### config.mk
export PLATFORM = sky130hd
export DESIGN_NAME = fmp_framer
export DESIGN_NICKNAME = d
export VERILOG_FILES = /design/src/rtl/fmp_pkg.sv /design/src/rtl/fmp_crc_if.sv /design/src/rtl/fmp_crc.sv /design/src/rtl/fmp_framer.sv
export VERILOG_INCLUDE_DIRS = /design/src /design/src/rtl
export SDC_FILE = /design/constraint.sdc
export NUM_CORES = 1
export LEC_CHECK = 0
export BUFFER_PORTS_ARGS = -buffer_cell sky130_fd_sc_hd__buf_2
export CAP_MARGIN = 10
export CORE_MARGIN = 2
export CORE_UTILIZATION = 42
export DETAILED_ROUTE_END_ITERATION = 8
export PLACE_DENSITY_LB_ADDON = 0.08
export SLEW_MARGIN = 20
export SYNTH_ARGS = -nofsm -noshare
export SYNTH_HDL_FRONTEND = slang
export SYNTH_SLANG_ARGS = --single-unit
### constraint.sdc
create_clock -name SYS_CLK -period 6.7 [get_ports SYS_CLK]
set_clock_uncertainty 0.05 [all_clocks]
set_input_delay 1.675 -clock SYS_CLK [delete_from_list [all_inputs] [get_ports SYS_CLK]]
set_output_delay 1.675 -clock SYS_CLK [all_outputs]
set_load 0.02 [all_outputs]
### src/rtl/fmp_map.svh
// Purpose: Offsets, field positions, reset values and timing of the fault report framer
// Assumes: Byte addressed register port, one 32-bit word per register
// Notes: Definitions only
`ifndef FMP_MAP_SVH
`define FMP_MAP_SVH

`define FMP_CLK_HZ 25000000
`define FMP_PERIOD_MS 1000

`define FMP_OFF_CTRL 8'h00
`define FMP_OFF_DATE_HI 8'h04
`define FMP_OFF_DATE_LO 8'h08
`define FMP_OFF_USEC 8'h0c
`define FMP_OFF_FAULT 8'h10
`define FMP_OFF_STATUS 8'h14

`define FMP_CTRL_EN 0
`define FMP_CTRL_VER 15:8
`define FMP_CTRL_STATE 18:16
`define FMP_FAULT_CODE 15:0
`define FMP_FAULT_POS 19:16
`define FMP_FAULT_CNT 23:20

`define FMP_RST_CTRL 32'h0000_0001
`define FMP_RST_DATE_HI 32'h4601_0100
`define FMP_RST_DATE_LO 32'h0000_0000
`define FMP_RST_USEC 32'h0000_0000
`define FMP_RST_FAULT 32'h0000_0000

`define FMP_USEC_MAX 32'd999999
`define FMP_YEAR_MIN 8'd70
`define FMP_SYNC0 8'hee
`define FMP_SYNC1 8'hdd
`define FMP_CRC_POLY 32'h04c1_1db7
`define FMP_CRC_INIT 32'hffff_ffff

`define FMP_IDX_SYNC0 6'd0
`define FMP_IDX_SYNC1 6'd1
`define FMP_IDX_VER 6'd2
`define FMP_IDX_DATE 6'd3
`define FMP_IDX_USEC 6'd9
`define FMP_IDX_STATE 6'd13
`define FMP_IDX_QUEUE 6'd14
`define FMP_IDX_CODE 6'd15
`define FMP_IDX_RSVD 6'd17
`define FMP_IDX_CRC 6'd37
`define FMP_IDX_LAST 6'd40

`endif

### src/rtl/fmp_pkg.sv
// Purpose: Types shared by the fault report framer
// Assumes: Constants live in fmp_map.svh
// Notes: Snapshot frozen for the length of one packet
package fmp_pkg;
  typedef logic [7:0] fmp_byte_t;

  typedef enum logic [1:0] {
    FMP_IDLE = 2'b00,
    FMP_SEND = 2'b01,
    FMP_DRAIN = 2'b10
  } fmp_state_e;

  typedef struct packed {
    logic [7:0] version;
    logic [5:0][7:0] date;
    logic [31:0] usec;
    logic [2:0] op_state;
    logic [3:0] count;
    logic [3:0] position;
    logic [15:0] code;
  } fmp_snap_s;
endpackage : fmp_pkg

### src/rtl/fmp_crc_if.sv
// Purpose: Byte feed between the framer and its checksum engine
// Assumes: Single clock
// Notes: Value is valid the cycle after the last fed byte
`timescale 1ns/1ps
interface fmp_crc_if;
  logic init;
  logic en;
  logic [7:0] data;
  logic [31:0] value;

  modport user (output init, output en, output data, input value);
  modport engine (input init, input en, input data, output value);
endinterface : fmp_crc_if

### src/rtl/fmp_crc.sv
// Purpose: Bytewise CRC-32/MPEG-2 engine
// Assumes: Init and en never both high
// Notes: MSB first, no reflection, no final XOR
`timescale 1ns/1ps
`include "fmp_map.svh"
module fmp_crc (
  input wire logic clk,
  input wire logic rst,
  fmp_crc_if.engine crc
);
  import fmp_pkg::*;

  logic [31:0] crc_reg;
  logic [31:0] crc_next;

  function automatic logic [31:0] crc_byte(input logic [31:0] c, input logic [7:0] d);
    logic [31:0] r;
    logic fb;
    r = c;
    for (int i = 7; i >= 0; i--) begin
      fb = r[31] ^ d[i];
      r = {r[30:0], 1'b0} ^ (fb ? `FMP_CRC_POLY : 32'h0000_0000);
    end
    return r;
  endfunction : crc_byte

  always_comb begin
    crc_next = crc_reg;
    if (crc.init) begin
      crc_next = `FMP_CRC_INIT; // RL12
    end else if (crc.en) begin
      crc_next = crc_byte(crc_reg, crc.data); // RL12
    end
  end

  always_ff @(posedge clk) begin
    if (rst) begin
      crc_reg <= `FMP_CRC_INIT;
    end else begin
      crc_reg <= crc_next;
    end
  end

  assign crc.value = crc_reg;
endmodule : fmp_crc

### src/rtl/fmp_framer.sv
// Purpose: Periodic fault report packet builder with register port
// Assumes: TX_READY comes from serialiser logic on SYS_CLK
// Notes: 41-byte packet, content frozen at packet start
`timescale 1ns/1ps
`include "fmp_map.svh"

// Summary of operation
// RL1 - Send one report every 1000 ms unprompted
// RL2 - Start with EE, DD, layout version
// RL3 - Six UTC bytes, year from 1900, >=70
// RL4 - Four byte microseconds, at most 999999
// RL5 - State byte bits 7:5 carry operating state
// RL6 - Bits 4:3 zero, bits 2:0 rolling counter
// RL7 - Counter starts zero, steps per update, wraps
// RL8 - Queue byte bits 7:4 hold fault count
// RL9 - Bits 3:0 hold one-based queue position
// RL10 - One 16-bit fault code follows
// RL11 - Twenty reserved bytes, CRC over state..reserved
// RL12 - CRC poly 04C11DB7, init all ones
// RL13 - Multi-byte fields go out LSB first
module fmp_framer #(
  parameter int PERIOD_CYC = (`FMP_CLK_HZ / 1000) * `FMP_PERIOD_MS
) (
  input wire logic SYS_CLK,
  input wire logic RST,
  input wire logic [7:0] ADDR,
  input wire logic [31:0] WDATA,
  input wire logic WR,
  input wire logic RD,
  output logic [31:0] RDATA,
  output fmp_pkg::fmp_byte_t TX_DATA,
  output logic TX_VALID,
  input wire logic TX_READY
);
  import fmp_pkg::*;

  localparam int CW = $clog2(PERIOD_CYC);
  localparam logic [CW-1:0] TOP = CW'(PERIOD_CYC - 1);

  // Register file
  logic [31:0] ctrl_reg, ctrl_next;
  logic [31:0] date_hi_reg, date_hi_next;
  logic [31:0] date_lo_reg, date_lo_next;
  logic [31:0] usec_reg, usec_next;
  logic [31:0] fault_reg, fault_next;
  logic [31:0] rdata_reg, rdata_next;

  // Framer
  fmp_state_e state_reg, state_next;
  logic [CW-1:0] div_reg, div_next;
  logic tick_reg, tick_next;
  logic pend_reg, pend_next;
  logic [5:0] idx_reg, idx_next;
  logic [2:0] roll_reg, roll_next;
  logic [15:0] pkts_reg, pkts_next;
  fmp_snap_s snap_reg, snap_next;
  fmp_byte_t tx_data_reg, tx_data_next;
  logic tx_valid_reg, tx_valid_next;
  logic load;
  logic start;
  logic done;

  fmp_crc_if crc_bus ();

  fmp_crc u_crc (
    .clk(SYS_CLK),
    .rst(RST),
    .crc(crc_bus.engine)
  );

  function automatic fmp_byte_t pkt_byte(input logic [5:0] i, input fmp_snap_s s,
                                         input logic [2:0] roll, input logic [31:0] c);
    fmp_byte_t b;
    b = 8'h00;
    if (i == `FMP_IDX_SYNC0) begin
      b = `FMP_SYNC0; // RL2
    end else if (i == `FMP_IDX_SYNC1) begin
      b = `FMP_SYNC1; // RL2
    end else if (i == `FMP_IDX_VER) begin
      b = s.version; // RL2
    end else if (i < `FMP_IDX_USEC) begin
      b = s.date[3'(i - `FMP_IDX_DATE)]; // RL3
    end else if (i < `FMP_IDX_STATE) begin
      b = s.usec[8 * 2'(i - `FMP_IDX_USEC) +: 8]; // RL4 RL13
    end else if (i == `FMP_IDX_STATE) begin
      b = {s.op_state, 2'b00, roll}; // RL5 RL6
    end else if (i == `FMP_IDX_QUEUE) begin
      b = {s.count, s.position}; // RL8 RL9
    end else if (i < `FMP_IDX_RSVD) begin
      b = s.code[8 * 1'(i - `FMP_IDX_CODE) +: 8]; // RL10 RL13
    end else if (i < `FMP_IDX_CRC) begin
      b = 8'h00; // RL11
    end else begin
      b = c[8 * 2'(i - `FMP_IDX_CRC) +: 8]; // RL11 RL13
    end
    return b;
  endfunction : pkt_byte

  // Register port
  always_comb begin
    ctrl_next = ctrl_reg;
    date_hi_next = date_hi_reg;
    date_lo_next = date_lo_reg;
    usec_next = usec_reg;
    fault_next = fault_reg;
    rdata_next = 32'h0000_0000;
    if (WR) begin
      unique case (ADDR)
        `FMP_OFF_CTRL: ctrl_next = WDATA & 32'h0007_ff01;
        `FMP_OFF_DATE_HI: begin
          date_hi_next = WDATA;
          if (WDATA[31:24] < `FMP_YEAR_MIN) begin
            date_hi_next[31:24] = `FMP_YEAR_MIN; // RL3
          end
        end
        `FMP_OFF_DATE_LO: date_lo_next = WDATA & 32'h0000_ffff;
        `FMP_OFF_USEC: begin
          usec_next = (WDATA > `FMP_USEC_MAX) ? `FMP_USEC_MAX : WDATA; // RL4
        end
        `FMP_OFF_FAULT: fault_next = WDATA & 32'h00ff_ffff;
        default: ;
      endcase
    end
    if (RD) begin
      unique case (ADDR)
        `FMP_OFF_CTRL: rdata_next = ctrl_reg;
        `FMP_OFF_DATE_HI: rdata_next = date_hi_reg;
        `FMP_OFF_DATE_LO: rdata_next = date_lo_reg;
        `FMP_OFF_USEC: rdata_next = usec_reg;
        `FMP_OFF_FAULT: rdata_next = fault_reg;
        `FMP_OFF_STATUS: begin
          rdata_next = {pkts_reg, 11'h000, pend_reg, (state_reg != FMP_IDLE), roll_reg};
        end
        default: rdata_next = 32'h0000_0000;
      endcase
    end
  end

  always_ff @(posedge SYS_CLK) begin
    if (RST) begin
      ctrl_reg <= `FMP_RST_CTRL;
      date_hi_reg <= `FMP_RST_DATE_HI;
      date_lo_reg <= `FMP_RST_DATE_LO;
      usec_reg <= `FMP_RST_USEC;
      fault_reg <= `FMP_RST_FAULT;
      rdata_reg <= 32'h0000_0000;
    end else begin
      ctrl_reg <= ctrl_next;
      date_hi_reg <= date_hi_next;
      date_lo_reg <= date_lo_next;
      usec_reg <= usec_next;
      fault_reg <= fault_next;
      rdata_reg <= rdata_next;
    end
  end

  // Packet engine
  assign start = (state_reg == FMP_IDLE) && pend_reg;
  assign load = (state_reg == FMP_SEND) && (!tx_valid_reg || TX_READY);
  assign done = (state_reg == FMP_DRAIN) && TX_READY;
  assign crc_bus.init = start;
  assign crc_bus.en = load && (idx_reg >= `FMP_IDX_STATE) && (idx_reg < `FMP_IDX_CRC); // RL11
  assign crc_bus.data = tx_data_next;

  always_comb begin
    div_next = (div_reg == TOP) ? '0 : CW'(div_reg + 1'b1); // RL1
    tick_next = (div_reg == TOP); // RL1
    pend_next = pend_reg;
    if (start) begin
      pend_next = 1'b0;
    end
    if (tick_reg && ctrl_reg[`FMP_CTRL_EN]) begin
      pend_next = 1'b1; // RL1
    end
    state_next = state_reg;
    idx_next = idx_reg;
    roll_next = roll_reg;
    pkts_next = pkts_reg;
    snap_next = snap_reg;
    tx_data_next = tx_data_reg;
    tx_valid_next = tx_valid_reg;
    unique case (state_reg)
      FMP_IDLE: begin
        if (start) begin
          snap_next.version = ctrl_reg[`FMP_CTRL_VER];
          snap_next.date = {date_lo_reg[7:0], date_lo_reg[15:8], date_hi_reg[7:0],
                            date_hi_reg[15:8], date_hi_reg[23:16], date_hi_reg[31:24]};
          snap_next.usec = usec_reg;
          snap_next.op_state = ctrl_reg[`FMP_CTRL_STATE];
          snap_next.count = fault_reg[`FMP_FAULT_CNT];
          snap_next.position = fault_reg[`FMP_FAULT_POS];
          snap_next.code = fault_reg[`FMP_FAULT_CODE];
          idx_next = `FMP_IDX_SYNC0;
          state_next = FMP_SEND;
        end
      end
      FMP_SEND: begin
        if (load) begin
          tx_data_next = pkt_byte(idx_reg, snap_reg, roll_reg, crc_bus.value);
          tx_valid_next = 1'b1;
          if (idx_reg == `FMP_IDX_LAST) begin
            state_next = FMP_DRAIN;
          end else begin
            idx_next = idx_reg + 6'd1;
          end
        end
      end
      FMP_DRAIN: begin
        if (done) begin
          tx_valid_next = 1'b0;
          roll_next = roll_reg + 3'd1; // RL7
          pkts_next = pkts_reg + 16'd1;
          state_next = FMP_IDLE;
        end
      end
      default: state_next = FMP_IDLE;
    endcase
  end

  always_ff @(posedge SYS_CLK) begin
    if (RST) begin
      state_reg <= FMP_IDLE;
      div_reg <= '0;
      tick_reg <= 1'b0;
      pend_reg <= 1'b0;
      idx_reg <= 6'd0;
      roll_reg <= 3'd0; // RL7
      pkts_reg <= 16'h0000;
      snap_reg <= '0;
      tx_data_reg <= 8'h00;
      tx_valid_reg <= 1'b0;
    end else begin
      state_reg <= state_next;
      div_reg <= div_next;
      tick_reg <= tick_next;
      pend_reg <= pend_next;
      idx_reg <= idx_next;
      roll_reg <= roll_next;
      pkts_reg <= pkts_next;
      snap_reg <= snap_next;
      tx_data_reg <= tx_data_next;
      tx_valid_reg <= tx_valid_next;
    end
  end

  assign RDATA = rdata_reg;
  assign TX_DATA = tx_data_reg;
  assign TX_VALID = tx_valid_reg;
endmodule : fmp_framer

==> impl_metrics.csv <==
group,metric,value,unit
floorplan,start_util,42.35,%
synth,ys_seq_elements,358,
floorplan,core_area,37400,um^2
grt,grt_pass1_wl,79030,um
critical_path,required,7.09,ns
grt,grt_overflow_total,0,
critical_path,r2r_slack,1.61,ns
synth,synth-edff-count,0,
placed_design,io_buffers,85,
detailed_routing,vias_per_cell,5.611,
sta,finalCritPeriodShare,75.96,%
synth,synth_cells,1856,
hold_path,min_path_cells,2,
critical_path,cp.depth,13,
synth,synthTopCellsByCount,"464 x nand2_1, 358 x dfxtp_1, 230 x a21oi_1",
placed_design,dpl_cell_area,16520,um^2
cts,clock-sinks,358,
placed_design,pre_cts_ws,1.512,ns
critical_path,crit_chain,"inv_1, ha_1, buf_4, mux4_2, and2_4, o31ai_4, nor3b_1, mux2_2, a2111oi_4, xor3_2, xnor2_1, xor2_1, a211o_1",
synth,synth.most_common_cell,"nand2_1",
synth,syn_nets,1908,
final_layout,syn2layout_area_growth,13.32,%
placed_design,gp_congestion,0.9202,
cts,insertion_delay,0.56,ns
cts,root_buffer,"clkbuf_16",
sta,rsz0062_at_grt,"false",
outcome,status,"finished, final reports clean",
final_layout,post-route-cell-area,17950,um^2
sta,tightest_slew,1.076,ns
detailed_routing,antenna_left,0,
floorplan,dieWidth,198.2,um
critical_path,critPathTopFamily,"compound AO/OA/AOI/OAI gates",
detailed_routing,drt_iter0_markers,1333,
sta,final-hold-violation-count,0,
synth,yosys.area.top_type,"dfxtp_1",
synth,synth_area,15840,um^2
synth,yosysWarnings,0,
critical_path,arrival,5.48,ns
cts,cts_hold_buf,0,
floorplan,die-area,39280,um^2
grt,grt_max_degree,190,
sta,clock.fmax,0.1965,GHz
sta,setup-tns-final,0,ns
final_layout,nNetsFinal,1922,
synth,syn_area_per_cell,8.534,um^2
detailed_routing,drc,0,
cts,ctsHtreeMaxLevel,2,
critical_path,critical_path.slowest_cell,"ha_1",
detailed_routing,dr_total_vias,13530,
detailed_routing,drt-wirelength-per-cell,21.71,um
floorplan,die_y,198.2,um
cts,cts_setup_buffers,0,
critical_path,r2r-end,"u_crc.crc.value[6]",
critical_path,cp_max_fo,22,
detailed_routing,dr.pass1.iters,5,
cts,cts_tree,"built",
placed_design,placed_cells,2338,
hold_path,hp-class,"reg -> reg",
critical_path,startpoint,"idx_reg[1]",
floorplan,ioPinCount,86,
final_layout,largest_reg_flops,115,
grt,first_global_vias,12680,
power_and_ir_drop,vdd_drop_max,228.1,uV
sta,finalWorstSetupSlack,1.611,ns
placed_design,dp_hpwl,36190,um
flow_run,max-cap-violations,0,
detailed_routing,routed_wl,52380,um
synth,synth_cell_types,89,
critical_path,timing.rr.start,"idx_reg[1]",
synth,synth_top_area_share,45.25,%
final_layout,final_layout_size_suffix_gt1_share,12.16,%
synth,synth_top_flop_cell,"dfxtp_1",
cts,cts_made_buffers,41,
cts,cts.clk_slew.worst_paths,0.06,ns
synth,synth-async-reset-ratio,0,%
grt,grt_usage,26.82,%
critical_path,critPathLaunchType,"flop",
cts,ctsResizeCount,0,
sta,slew_viol_final,0,
critical_path,critPathCaptureType,"flop",
critical_path,critPathBufInv,2,
cts,cts_buffer_depth,3,
critical_path,path_class,"reg -> reg",
power_and_ir_drop,power,4.577,mW
sta,fin_crit,5.089,ns
power_and_ir_drop,p_leak,6.207,nW
grt,antenna_found_initial,5,
critical_path,slowest_delay,1.00,ns
critical_path,cp-endpoint,"u_crc.crc.value[6]",
sta,finalSetupViolations,0,
synth,synthTopCellsByArea,"dfxtp_1 45%, nand2_1 11%, a21oi_1 7.3%",
floorplan,num_rows,71,
critical_path,ff2ff_path_depth,13,
final_layout,stdcell_count,2412,
synth,yosysSeqAreaShare,45.25,%
sta,relSlewSlack,28.24,%
power_and_ir_drop,p_per_area,255.0,nW/um^2
==> final cells by class <==
class	count	area (um^2)
diodes	1	2.502
clock buffers	62	1226
inverters	7	26.28
clock inverters	11	193.9
flip-flops and latches	358	7168
fillers	3747	19450
repair buffers	103	581.8
multi-input cells	1359	8110
well taps	511	639.4
==> logic make-up after synthesis <==
family                     after synthesis  synth area share [%]
xor gates and xnor gates               101                 6.304
muxes                                   65                 6.256
AOI/OAI and AO/OA                      411                 16.64
and+or+nand+nor                        775                 21.25
buffers and inverters                  139                 3.752
DFF                                    358                 45.25
adders and majority gates                7                0.5529
==> layer usage <==
metal / part of all wire, % / vias to the layer above / track usage (%)
li1: - / 6455 / -
met1: 45 / 6495 / 37.41
met2: 44 / 460 / 40.34
met3: 7.5 / 115 / 5.757
met4: 3.6 / 8 / 10.61
met5: 0.097 / - / 0
==> where the power goes <==
part	switching, mW	internal (mW)
logic	0.0684	0.0202
clock network	0.902	1.45
registers	0.00195	2.13
==> placed cells by master (no fill, tap or decap), types with 6 or more instances in the layout <==
master / netlist / routed
nor2_1: 143 / 143
mux4_2: 20 / 20
ha_1: 7 / 7
a31oi_1: 8 / 8
a21oi_1: 230 / 230
mux2_2: 16 / 16
or3_1: 9 / 9
and2_1: 21 / 20
mux2i_1: 24 / 24
inv_1: 7 / 7
nand3_1: 24 / 23
nor2b_1: 7 / 7
nand2_1: 464 / 463
and4_1: 6 / 6
clkbuf_8: 0 / 11
a22oi_1: 32 / 32
clkbuf_1: 114 / 10
buf_4: 3 / 17
nand2b_1: 9 / 9
buf_2: 7 / 84
xnor2_1: 48 / 48
a22o_1: 14 / 14
and3_1: 17 / 17
a222oi_1: 13 / 13
clkbuf_16: 0 / 42
o21ai_0: 15 / 15
o211ai_1: 34 / 34
nor3_1: 30 / 29
nand4_1: 10 / 10
nor4_1: 6 / 6
dfxtp_1: 358 / 357
xor2_1: 44 / 44
==> how the worst min path moves through the flow <==
stage                       start       endpoint
global placement     snap_reg[79]   snap_reg[79]
detailed placement   snap_reg[29]   snap_reg[29]
CTS                  snap_reg[29]   snap_reg[29]
floorplan              div_reg[0]     div_reg[0]
finish              snap_reg[100]  snap_reg[100]
global route          snap_reg[9]    snap_reg[9]
==> tightest hold or removal path, cell delays in order, from the launching register on <==
cell	delay, ns
dfxtp_1	0.30
nand2_1	0.05
a21oi_1	0.05
==> through the flow <==
stage               hold slack (ns)  util (%)
global route                 0.4212     47.98
CTS                          0.4037     47.96
global placement             0.3919     44.17
floorplan                    0.3761         -
detailed placement           0.3959     44.17
finish                       0.4035     47.99
Power figures use the tool's default switching activity.
